**src/logic/bmw_pkg.sv**
```systemverilog
// Constants and types shared by the bus monitor and core watchdog block
package bmw_pkg;

    // Register byte offsets on the APB port
    localparam logic [7:0]  BUS_TIMEOUT_CONTROL_OFS  = 8'h00;
    localparam logic [7:0]  WATCHDOG_CONTROL_OFS     = 8'h04;
    localparam logic [7:0]  WATCHDOG_SERVICE_OFS     = 8'h08;
    localparam logic [7:0]  SYSTEM_IRQ_STATUS_OFS    = 8'h0C;
    localparam logic [7:0]  FAULT_IRQ_ENABLE_OFS     = 8'h10;

    // bus_timeout_control fields
    localparam int          BT_ENABLE_BIT            = 3;
    localparam int          BT_PERIOD_LSB            = 0;
    localparam logic        BT_ENABLE_RST            = 1'b1;
    localparam logic [2:0]  BT_PERIOD_RST            = 3'h0;

    // watchdog_control fields
    localparam int          WC_LOCK_BIT              = 15;
    localparam int          WC_RUN_HALT_BIT          = 8;
    localparam int          WC_ENABLE_BIT            = 7;
    localparam int          WC_RESP_LSB              = 5;
    localparam int          WC_PERIOD_LSB            = 0;
    localparam logic        WC_LOCK_RST              = 1'b0;
    localparam logic        WC_RUN_HALT_RST          = 1'b0;
    localparam logic        WC_ENABLE_RST            = 1'b0;
    localparam logic [4:0]  WC_PERIOD_RST            = 5'h00;

    // system_irq_status and fault_irq_enable_reg fields
    localparam int          ST_FAULT_BIT             = 1;
    localparam int          ST_WDOG_BIT              = 0;
    localparam int          FE_ENABLE_BIT            = 0;

    // Bus monitor: longest limit, halved per step of the period code
    localparam logic [10:0] BM_MAX_CYCLES            = 11'h400;

    // Watchdog: period is 2**n cycles, n never below this
    localparam logic [4:0]  WD_MIN_EXP               = 5'h08;
    localparam logic [4:0]  WD_QUARTER_SHIFT         = 5'h02;

    // Service codes
    localparam logic [7:0]  SVC_FIRST                = 8'h55;
    localparam logic [7:0]  SVC_SECOND               = 8'hAA;

    // Timeout responses, in field encoding order 00..11
    typedef enum logic [1:0] {
        RESP_IRQ,
        RESP_IRQ_THEN_RESET,
        RESP_RESET,
        RESP_WINDOW
    } bmw_resp_t;

    typedef enum logic {
        BM_IDLE,
        BM_WAIT
    } bmw_bm_state_t;

endpackage

```
**src/logic/bmw_top.sv**
```systemverilog
// Bus monitor timeout and core watchdog with APB register port
//
// Added by the designer: register access over APB and the placing of the registers.
`timescale 1ns/1ns

module bmw_top (
    input  wire logic        clk,
    input  wire logic        reset,
    input  wire logic        clk_en,
    input  wire logic        psel,
    input  wire logic        penable,
    input  wire logic        pwrite,
    input  wire logic [7:0]  paddr,
    input  wire logic [31:0] pwdata,
    output logic      [31:0] prdata,
    output logic             pready,
    output logic             pslverr,
    input  wire logic        bus_cycle_start,
    input  wire logic        bus_cycle_term,
    output logic             bus_error_term,
    input  wire logic        core_halted,
    output logic             watchdog_irq,
    output logic             fault_irq,
    output logic             system_reset_req,
    output logic             watchdog_reset_cause
);

    // APB slave: one wait state so read data can come from a flop
    logic                    ack_ff;
    logic [31:0]             prdata_ff;
    logic [31:0]             nxt_prdata;
    logic                    hit_bt;
    logic                    hit_wc;
    logic                    hit_svc;
    logic                    hit_st;
    logic                    hit_fe;
    logic                    wr_en;

    // Registers
    logic                    bt_en_ff;
    logic [2:0]              bt_per_ff;
    logic                    wd_lock_ff;
    logic                    wd_halt_run_ff;
    logic                    wd_en_ff;
    bmw_pkg::bmw_resp_t      wd_resp_ff;
    logic [4:0]              wd_per_ff;
    logic                    fault_flag_ff;
    logic                    wd_irq_flag_ff;
    logic                    fault_irq_en_ff;

    // Bus monitor
    bmw_pkg::bmw_bm_state_t  bm_state_ff;
    logic [10:0]             bm_cnt_ff;
    logic [10:0]             bm_limit;
    logic                    bm_fire;
    logic                    bm_err_ff;

    // Watchdog
    logic [31:0]             wd_cnt_ff;
    logic [4:0]              wd_exp;
    logic [31:0]             wd_last;
    logic [31:0]             wd_win_start;
    logic                    wd_run;
    logic                    wd_tmo;
    logic                    svc_wr;
    logic                    svc_first;
    logic                    svc_second;
    logic                    svc_early;
    logic                    svc_bad;
    logic                    svc_done;
    logic                    armed_ff;
    logic                    pend_ff;
    logic                    wd_irq_set;
    logic                    rst_fire;
    logic                    rst_req_ff;
    logic                    rst_cause_ff;

    assign hit_bt  = (paddr == bmw_pkg::BUS_TIMEOUT_CONTROL_OFS);
    assign hit_wc  = (paddr == bmw_pkg::WATCHDOG_CONTROL_OFS);
    assign hit_svc = (paddr == bmw_pkg::WATCHDOG_SERVICE_OFS);
    assign hit_st  = (paddr == bmw_pkg::SYSTEM_IRQ_STATUS_OFS);
    assign hit_fe  = (paddr == bmw_pkg::FAULT_IRQ_ENABLE_OFS);

    assign pready  = ack_ff & clk_en;
    assign pslverr = pready & ~(hit_bt | hit_wc | hit_svc | hit_st | hit_fe);
    assign wr_en   = psel & penable & pready & pwrite;
    assign prdata  = prdata_ff;

    always_ff @(posedge clk or posedge reset) begin
        if (reset) begin
            ack_ff <= 1'b0;
        end else if (clk_en) begin
            ack_ff <= psel & penable & ~ack_ff;
        end
    end

    always_comb begin
        nxt_prdata = 32'h0000_0000;
        case (paddr)
            bmw_pkg::BUS_TIMEOUT_CONTROL_OFS: begin
                nxt_prdata[bmw_pkg::BT_ENABLE_BIT] = bt_en_ff;
                nxt_prdata[bmw_pkg::BT_PERIOD_LSB +: 3] = bt_per_ff;
            end
            bmw_pkg::WATCHDOG_CONTROL_OFS: begin
                nxt_prdata[bmw_pkg::WC_LOCK_BIT] = wd_lock_ff;
                nxt_prdata[bmw_pkg::WC_RUN_HALT_BIT] = wd_halt_run_ff;
                nxt_prdata[bmw_pkg::WC_ENABLE_BIT] = wd_en_ff;
                nxt_prdata[bmw_pkg::WC_RESP_LSB +: 2] = wd_resp_ff;
                nxt_prdata[bmw_pkg::WC_PERIOD_LSB +: 5] = wd_per_ff;
            end
            bmw_pkg::SYSTEM_IRQ_STATUS_OFS: begin
                nxt_prdata[bmw_pkg::ST_FAULT_BIT] = fault_flag_ff;
                nxt_prdata[bmw_pkg::ST_WDOG_BIT] = wd_irq_flag_ff;
            end
            bmw_pkg::FAULT_IRQ_ENABLE_OFS: begin
                nxt_prdata[bmw_pkg::FE_ENABLE_BIT] = fault_irq_en_ff;
            end
            default: begin
                nxt_prdata = 32'h0000_0000;
            end
        endcase
    end

    always_ff @(posedge clk or posedge reset) begin
        if (reset) begin
            prdata_ff <= 32'h0000_0000;
        end else if (clk_en && psel && penable && !ack_ff) begin
            prdata_ff <= nxt_prdata;
        end
    end

    // Bus timeout control register
    always_ff @(posedge clk or posedge reset) begin
        if (reset) begin
            bt_en_ff  <= bmw_pkg::BT_ENABLE_RST;
            bt_per_ff <= bmw_pkg::BT_PERIOD_RST;
        end else if (clk_en && wr_en && hit_bt) begin
            bt_en_ff  <= pwdata[bmw_pkg::BT_ENABLE_BIT];
            bt_per_ff <= pwdata[bmw_pkg::BT_PERIOD_LSB +: 3];
        end
    end

    // Watchdog control register; lock survives everything but reset
    always_ff @(posedge clk or posedge reset) begin
        if (reset) begin
            wd_lock_ff     <= bmw_pkg::WC_LOCK_RST;
            wd_halt_run_ff <= bmw_pkg::WC_RUN_HALT_RST;
            wd_en_ff       <= bmw_pkg::WC_ENABLE_RST;
            wd_resp_ff     <= bmw_pkg::RESP_IRQ;
            wd_per_ff      <= bmw_pkg::WC_PERIOD_RST;
        end else if (clk_en && wr_en && hit_wc && !wd_lock_ff) begin
            wd_lock_ff     <= pwdata[bmw_pkg::WC_LOCK_BIT];
            wd_halt_run_ff <= pwdata[bmw_pkg::WC_RUN_HALT_BIT];
            wd_en_ff       <= pwdata[bmw_pkg::WC_ENABLE_BIT];
            wd_resp_ff     <= bmw_pkg::bmw_resp_t'(pwdata[bmw_pkg::WC_RESP_LSB +: 2]);
            wd_per_ff      <= pwdata[bmw_pkg::WC_PERIOD_LSB +: 5];
        end
    end

    always_ff @(posedge clk or posedge reset) begin
        if (reset) begin
            fault_irq_en_ff <= 1'b0;
        end else if (clk_en && wr_en && hit_fe) begin
            fault_irq_en_ff <= pwdata[bmw_pkg::FE_ENABLE_BIT];
        end
    end

    // Bus monitor
    assign bm_limit = bmw_pkg::BM_MAX_CYCLES >> bt_per_ff;
    assign bm_fire  = bt_en_ff && (bm_state_ff == bmw_pkg::BM_WAIT) && !bus_cycle_start
                      && !bus_cycle_term && (bm_cnt_ff == bm_limit - 11'h001);

    always_ff @(posedge clk or posedge reset) begin
        if (reset) begin
            bm_state_ff <= bmw_pkg::BM_IDLE;
            bm_cnt_ff   <= 11'h000;
        end else if (clk_en) begin
            case (bm_state_ff)
                bmw_pkg::BM_IDLE: begin
                    if (bus_cycle_start && bt_en_ff) begin
                        bm_state_ff <= bmw_pkg::BM_WAIT;
                    end
                    bm_cnt_ff <= 11'h000;
                end
                bmw_pkg::BM_WAIT: begin
                    if (!bt_en_ff) begin
                        bm_state_ff <= bmw_pkg::BM_IDLE;
                    end else if (bus_cycle_start) begin
                        bm_cnt_ff <= 11'h000;
                    end else if (bus_cycle_term || bm_fire) begin
                        bm_state_ff <= bmw_pkg::BM_IDLE;
                    end else begin
                        bm_cnt_ff <= bm_cnt_ff + 11'h001;
                    end
                end
                default: begin
                    bm_state_ff <= bmw_pkg::BM_IDLE;
                end
            endcase
        end
    end

    always_ff @(posedge clk or posedge reset) begin
        if (reset) begin
            bm_err_ff <= 1'b0;
        end else if (clk_en) begin
            bm_err_ff <= bm_fire;
        end
    end

    // Status flags: a set in the clearing cycle wins
    always_ff @(posedge clk or posedge reset) begin
        if (reset) begin
            fault_flag_ff <= 1'b0;
        end else if (clk_en) begin
            fault_flag_ff <= bm_fire | (fault_flag_ff
                             & ~(wr_en & hit_st & pwdata[bmw_pkg::ST_FAULT_BIT]));
        end
    end

    always_ff @(posedge clk or posedge reset) begin
        if (reset) begin
            wd_irq_flag_ff <= 1'b0;
        end else if (clk_en) begin
            wd_irq_flag_ff <= wd_irq_set | (wd_irq_flag_ff
                              & ~(wr_en & hit_st & pwdata[bmw_pkg::ST_WDOG_BIT]));
        end
    end

    // Watchdog timing
    assign wd_exp       = (wd_per_ff < bmw_pkg::WD_MIN_EXP) ? bmw_pkg::WD_MIN_EXP
                                                             : wd_per_ff;
    assign wd_last      = (32'h0000_0001 << wd_exp) - 32'h0000_0001;
    assign wd_win_start = 32'h0000_0003 << (wd_exp - bmw_pkg::WD_QUARTER_SHIFT);
    assign wd_run       = clk_en && wd_en_ff && (wd_halt_run_ff || !core_halted);
    assign wd_tmo       = wd_run && (wd_cnt_ff == wd_last);

    // Service port decode
    assign svc_wr     = wr_en && hit_svc && wd_en_ff;
    assign svc_first  = (pwdata[7:0] == bmw_pkg::SVC_FIRST);
    assign svc_second = (pwdata[7:0] == bmw_pkg::SVC_SECOND);
    assign svc_early  = svc_wr && (wd_resp_ff == bmw_pkg::RESP_WINDOW)
                        && (wd_cnt_ff < wd_win_start);
    assign svc_bad    = svc_wr && !svc_first && !svc_second && !wd_irq_flag_ff;
    assign svc_done   = svc_wr && svc_second && armed_ff && !svc_early;

    always_ff @(posedge clk or posedge reset) begin
        if (reset) begin
            armed_ff <= 1'b0;
        end else if (clk_en) begin
            if (!wd_en_ff || svc_done || svc_early) begin
                armed_ff <= 1'b0;
            end else if (svc_wr && svc_first) begin
                armed_ff <= 1'b1;
            end
        end
    end

    // Disabled counter is held at zero so enabling starts a full period
    always_ff @(posedge clk or posedge reset) begin
        if (reset) begin
            wd_cnt_ff <= 32'h0000_0000;
        end else if (clk_en) begin
            if (!wd_en_ff) begin
                wd_cnt_ff <= 32'h0000_0000;
            end else if (svc_done || wd_tmo) begin
                wd_cnt_ff <= 32'h0000_0000;
            end else if (wd_run) begin
                wd_cnt_ff <= wd_cnt_ff + 32'h0000_0001;
            end
        end
    end

    // First timeout in two-stage mode waits for service
    always_ff @(posedge clk or posedge reset) begin
        if (reset) begin
            pend_ff <= 1'b0;
        end else if (clk_en) begin
            if (!wd_en_ff || svc_done) begin
                pend_ff <= 1'b0;
            end else if (wd_tmo && wd_resp_ff == bmw_pkg::RESP_IRQ_THEN_RESET) begin
                pend_ff <= 1'b1;
            end
        end
    end

    assign wd_irq_set = wd_tmo && ((wd_resp_ff == bmw_pkg::RESP_IRQ)
                        || (wd_resp_ff == bmw_pkg::RESP_IRQ_THEN_RESET && !pend_ff));
    assign rst_fire   = (wd_tmo && ((wd_resp_ff == bmw_pkg::RESP_RESET)
                        || (wd_resp_ff == bmw_pkg::RESP_WINDOW)
                        || (wd_resp_ff == bmw_pkg::RESP_IRQ_THEN_RESET && pend_ff)))
                        || svc_bad || svc_early;

    always_ff @(posedge clk or posedge reset) begin
        if (reset) begin
            rst_req_ff   <= 1'b0;
            rst_cause_ff <= 1'b0;
        end else if (clk_en) begin
            rst_req_ff   <= rst_fire;
            rst_cause_ff <= rst_fire;
        end
    end

    assign bus_error_term       = bm_err_ff;
    assign watchdog_irq         = wd_irq_flag_ff;
    assign fault_irq            = fault_flag_ff & fault_irq_en_ff;
    assign system_reset_req     = rst_req_ff;
    assign watchdog_reset_cause = rst_cause_ff;
endmodule

```
**config.mk**
```make
export PLATFORM = sky130hd
export DESIGN_NAME = bmw_top
export DESIGN_NICKNAME = d
export VERILOG_FILES = /design/src/logic/bmw_pkg.sv /design/src/logic/bmw_top.sv
export SDC_FILE = /design/constraint.sdc
export NUM_CORES = 1
export LEC_CHECK = 0
export ABC_AREA = 0
export BUFFER_PORTS_ARGS = -buffer_cell sky130_fd_sc_hd__buf_4
export CAP_MARGIN = 20
export CORE_MARGIN = 5
export CORE_UTILIZATION = 56
export DETAILED_ROUTE_END_ITERATION = 8
export HOLD_SLACK_MARGIN = 0.12
export PLACE_DENSITY = 0.78
export SYNTH_ARGS = -nofsm -noshare
export SYNTH_HDL_FRONTEND = slang
export SYNTH_SLANG_ARGS = --single-unit
```
**constraint.sdc**
```tcl
create_clock -name clk -period 5.9 [get_ports clk]
set_clock_uncertainty 0.2 [all_clocks]
set_input_delay 0.59 -clock clk [delete_from_list [all_inputs] [get_ports clk]]
set_output_delay 0.59 -clock clk [all_outputs]
set_load 0.01 [all_outputs]
```
* After elaboration in Yosys (flattened, before gate mapping)
Index checks and enable logic that the tools add are counted.
** Storage, ports and cells
- Register bits :: 76
- Input port bits :: 49
- Output and inout bits :: 39
- Logic and storage cells :: 149
** Cells by class
- Add/subtract/negate cells :: 5
- $lt $le $gt $ge :: 2
- Equal/unequal tests :: 14
- Shifts and indexed selects :: 3
- Muxes and demuxes :: 22
- Bitwise gates (word level) :: 23
- Reduce and logical (&&, ||, !) cells :: 61
** Operators by type and width (count)
- 32-bit two-way mux :: 3
- 11-bit two-way mux :: 3
- 32-bit by 1-bit adder with 32-bit output (second input constant) :: 1
- 32-bit equality test :: 1
- 1-bit logical AND :: 32
- 32-bit < comparator :: 1
- 1-bit by 5-bit left shift with 32-bit output (first input constant) :: 1
- 2-bit by 5-bit left shift with 32-bit output (first input constant) :: 1
- 32-bit by 1-bit subtractor with 32-bit output (second input constant) :: 1
- 11-bit one-hot mux with 2 select lines :: 1
- 8-bit by 4-bit equality test with 1-bit output (second input constant) :: 2
- 1-bit bitwise AND :: 12
- 11-bit by 1-bit adder with 11-bit output (second input constant) :: 1
- 11-bit equality test :: 1
- 1-bit zero test :: 11
- 11-bit by 3-bit right shift with 11-bit output (first input constant) :: 1
- 11-bit by 1-bit subtractor with 11-bit output (second input constant) :: 1
- 1-bit logical OR :: 10
- 5-bit two-way mux :: 2
- 1-bit two-way mux :: 9
- 8-bit by 3-bit equality test with 1-bit output (second input constant) :: 1
- 8-bit by 5-bit equality test with 1-bit output (second input constant) :: 1
- 8-bit by 7-bit equality test with 1-bit output (second input constant) :: 1
- 8-bit equality test (second input constant) :: 1
- 18 further kinds :: 31

* Logic depth before layout (Yosys ltp)
- Word-level depth :: 13
- Gate-level depth with buffers :: 22
- Gate-level depth less buffers :: 18

* Worst setup path after synthesis
OpenSTA, ideal clock, no wires.
- Path type :: register to register
- Start point :: reg wd_per_ff[4]
- End point :: reg wd_cnt_ff[15]
- Library setup time :: 136 ps
- Arrival time :: 4119 ps
- Required time :: 5564 ps
- Slack :: 1445 ps
- Stages on the path, launching flop included :: 23
- Path buffers :: 5
- Clock period less this slack :: 4455 ps
- Path through :: dfrtp_1 buf_2 clkbuf_1 or2_2 nand2_1 inv_1 nor2_1 ha_1 clkbuf_1 nor3_1 a31oi_1 nor2_1 nand2_1 ha_1 nand4_1 nor4_1 nand3_1 o21ai_0 o22ai_1 nor2b_1 clkbuf_1 buf_1 nor3_1
** On the way
- Longest elaborated chain between the ends :: 11
- Elaborated cells between the ends (all ways) :: 17
- Those cells by class :: add/sub (2); order compare (2); eq/ne (2); shift (2); mux (3); reduce/logical (6)
** RTL lines
- from (decl) :: line bmw_top.sv:46 : logic [4:0] wd_per_ff;
- from (signal assigned) :: line bmw_top.sv:150 : wd_per_ff <= bmw_pkg::WC_PERIOD_RST;
- from (signal assigned) :: line bmw_top.sv:156 : wd_per_ff <= pwdata[bmw_pkg::WC_PERIOD_LSB +: 5];
- 5-bit by 4-bit < comparator with 1-bit output :: line bmw_top.sv:231 : assign wd_exp = (wd_per_ff < bmw_pkg::WD_MIN_EXP) ? bmw_pkg::WD_MIN_EXP
- 5-bit two-way mux (*) :: line bmw_top.sv:231
- 5-bit by 2-bit subtractor with 5-bit output :: line bmw_top.sv:234 : assign wd_win_start = 32'h0000_0003 << (wd_exp - bmw_pkg::WD_QUARTER_SHIFT);
- 2-bit by 5-bit left shift with 32-bit output :: line bmw_top.sv:234
- 32-bit < comparator :: line bmw_top.sv:243 : && (wd_cnt_ff < wd_win_start);
- 1-bit logical AND :: line bmw_top.sv:243
- 1-bit zero test :: line bmw_top.sv:245 : assign svc_done = svc_wr && svc_second && armed_ff && !svc_early;
- 1-bit logical AND :: line bmw_top.sv:245
- 1-bit logical OR (*) :: line bmw_top.sv:266 : end else if (svc_done || wd_tmo) begin
- 3-bit by 1-bit != test with 1-bit output (no line) or 32-bit two-way mux (tied branches)
- 2-bit AND reduction (no line) or 32-bit two-way mux (tied branches)
- to (signal assigned) :: line bmw_top.sv:269 : wd_cnt_ff <= wd_cnt_ff + 32'h0000_0001;
- to (decl) :: line bmw_top.sv:59 : logic [31:0] wd_cnt_ff;
Mark *: on every way between the ends. The rest lies on a longest branch, timed or not.
A chain may end at the register's enable or synchronous reset.

* Worst setup path in the final report
- Start point :: reg wd_per_ff[4]
- End point :: reg wd_cnt_ff[22]
Same word-level chain as after synthesis.

==> impl_metrics.tcl <==
set metrics [dict create \
    dominantRegCellSynth "dfrtp_1" \
    endpoint_kind "flop" \
    status "completed" \
    clkLatencyLatePin_ps 350 \
    coreArea_um2 12000 \
    worst_ep_arrival_time_ps 5010 \
    n_fill_cell 1051 \
    synth_area_leader_cell "dfrtp_1" \
    min_path_cells 2 \
    synth-compound-area-share_pct 15.2 \
    dr.pass1.iters 6 \
    synthXorXnorAreaFrac_pct 8.59 \
    p_leak_uw 0.00307 \
    rr_worst_depth 16 \
    critPathLaunchType "flop" \
    clock_path_buffers 2 \
    synth_top_family_by_area "simple AND/OR/NAND/NOR gates" \
    setup_tns_ps 0 \
    cap_violations 0 \
    die_area_um2 14500 \
    fp.dieH_um 120 \
    antenna_cells 0 \
    worst_pin_slew_ps 1060 \
    ant_nets 0 \
    place_inst 985 \
    synth-seq-cells 76 \
    synth_edf_count 0 \
    syn_area_um2 6830 \
    totalPowerFinal_uw 1460 \
    syn_area_per_cell_um2 8.15 \
    post-route-drc-count 0 \
    ys_seq_area_share_pct 27.9 \
    final_cells 1002 \
    synth.distinct_cells 79 \
    hold_end "wd_lock_ff" \
    start_util_pct 56.9 \
    reg2reg_to "wd_cnt_ff[22]" \
    antenna_found_initial 0 \
    grt_pass1_vias 5773 \
    relSlewSlack_pct 28.5 \
    drive_gt1_share_pct 12.4 \
    drt_iter0_markers 617 \
    fin_ws_ps 905 \
    synthTopCellsByCount "87 x nand2_1, 75 x dfrtp_1, 55 x nor3_1" \
    critical_path_peak_fanout 30 \
    routedWlPerCell_um 18.1 \
    die_x_um 120 \
    synth.area.top_cells "dfrtp_1 27%, ha_1 7.3%, xnor2_1 6.8%" \
    grt_usage_pct 25.0 \
    cts_resized 0 \
    synthAdderAreaFrac_pct 7.32 \
    yosysMostFrequentCell "nand2_1" \
    synth_simple_gate_area_share_pct 30.5 \
    min_period_ps 5000 \
    p_per_area_nw_per_um2 196 \
    numCtsBuffers 9 \
    cts_tree "yes" \
    r2r_setup_slack_ps 900 \
    synth_cells 838 \
    path_class "flop to flop" \
    cts.sinks 76 \
    grt_start_max_net_pins 65 \
    gp_congestion 0.951 \
    dp_hpwl_um 13200 \
    viasPerCell 6.29 \
    vias 6298 \
    rsz0062_at_grt "no" \
    worstReg2RegStart "wd_per_ff[4]" \
    clkTransAtPathRegs_ps 70 \
    port_buffers 43 \
    totalWireLength_um 18200 \
    yosys_warnings 0 \
    pre_cts_slack_ps 995 \
    nets 939 \
    io_pins 88 \
    hold_violations 0 \
    hold_path.startpoint "pwdata[15]" \
    ctsHtreeMaxLevel 3 \
    setup_viol 0 \
    synthMuxAreaShare_pct 3.02 \
    cts-root-buf "clkbuf_16" \
    max_freq_mhz 200 \
    hold_slack_ps 273 \
    synth_top_area_share_pct 27.5 \
    required_ps 5920 \
    rows 40 \
    ir_drop_mv 0.136 \
    grt_pass1_wl_um 29400 \
    async_flop_share_pct 100 \
    synthToLayoutAreaGrowth_pct 8.95 \
    period_share_pct 84.7 \
    slew_violations 0 \
    hold_path_class "primary input to flop" \
    grt_overflow 0 \
]
worst max-delay path by stage:
stage / depth (start not counted) / to / from
5_1_grt: 16 / wd_cnt_ff[20] / wd_per_ff[3]
3_5_place_dp: 16 / wd_cnt_ff[17] / wd_per_ff[3]
6_report: 16 / wd_cnt_ff[22] / wd_per_ff[4]
3_3_place_gp: 15 / wd_cnt_ff[22] / wd_per_ff[3]
4_1_cts: 16 / wd_cnt_ff[9] / wd_per_ff[3]
2_1_floorplan: 22 / wd_cnt_ff[15] / wd_per_ff[4]
registers in the layout, indices dropped and copies added, names as in the netlist, 2 cells and up:
register / cells
bt_per_ff: 3
wd_resp_ff: 2
prdata: 10
wd_per_ff: 5
bm_cnt_ff: 11
wd_cnt_ff: 32
cells in the final DEF, fill, tap and decap left out, types with 22 or more instances in the layout:
master   Yosys  routed
dfrtp_1     75      75
nor3_1      55      55
nand3_1     35      35
conb_1       2      24
nand4_1     22      22
nand2_1     87      87
nor2_1      54      54
ha_1        40      40
inv_1       23      22
xnor2_1     53      53
a21oi_1     26      26
buf_4       31      54
nor4_1      22      22
o21ai_0     46      46
logic make-up after synthesis:
group,Yosys count
XOR/XNOR,67
multiplexers,19
other,2
flip-flops,76
AO/OA/AOI/OAI,150
adder cells (fa/ha/maj),40
AND/OR/NAND/NOR,385
buffers and inverters,99
stage by stage:
step / cell area, um2 / utilization, %
final: 7440 / 62.0
after global routing: 7440 / 62.0
after CTS: 7440 / 62.0
after detailed placement: 7100 / 59.1
after global placement: 7100 / 59.1
after floorplan: 6920 / -
cell type report:
| cell class | instances | area, um2 | area share (%) |
|---|---|---|---|
| Multi-Input combinational cell | 685 | 4520 | 60.8 |
| Tap cell | 147 | 184 | 2.47 |
| Inverter | 23 | 87.6 | 1.18 |
| Clock inverter | 7 | 106 | 1.43 |
| Timing Repair Buffer | 55 | 415 | 5.58 |
| Clock buffer | 9 | 225 | 3.03 |
| Sequential cell | 76 | 1900 | 25.6 |
per-layer routing:
layer  part of all wire (%)  track usage, %  vias up
met5                      0               0        -
met4                    3.5            11.1        0
met3                    7.8            4.63       43
met2                     45            36.2      240
met1                     44            36.1     2994
li1                       -               -     3021
power breakdown:
part | internal (uW) | total [uW] | switching [uW] | leakage (uW)
clock network | 378 | 616 | 238 | 0.000163
registers | 549 | 607 | 57.3 | 0.000998
logic | 99.3 | 234 | 134 | 0.00191
worst max-delay path, cell delays in order (launching register included):
cell and delay [ps]:
dfrtp_1 400, or2_2 360, and2_1 200, ha_1 410, nor2_1 140, a21oi_1 50
nor2_1 350, nand3_1 150, ha_1 310, nand4_1 160, nor4_1 450, nand3_1 110
o21ai_0 560, o22ai_1 260, nor2b_2 250, buf_4 360, nor3_1 110
repair_timing:
action / in CTS / in global routing
setup buffers: 0 / 0
setup endpoints to repair: 0 / 0
hold endpoints to repair: 12 / 0
hold buffers: 1 / 0
(Power assumes the default switching activity.)
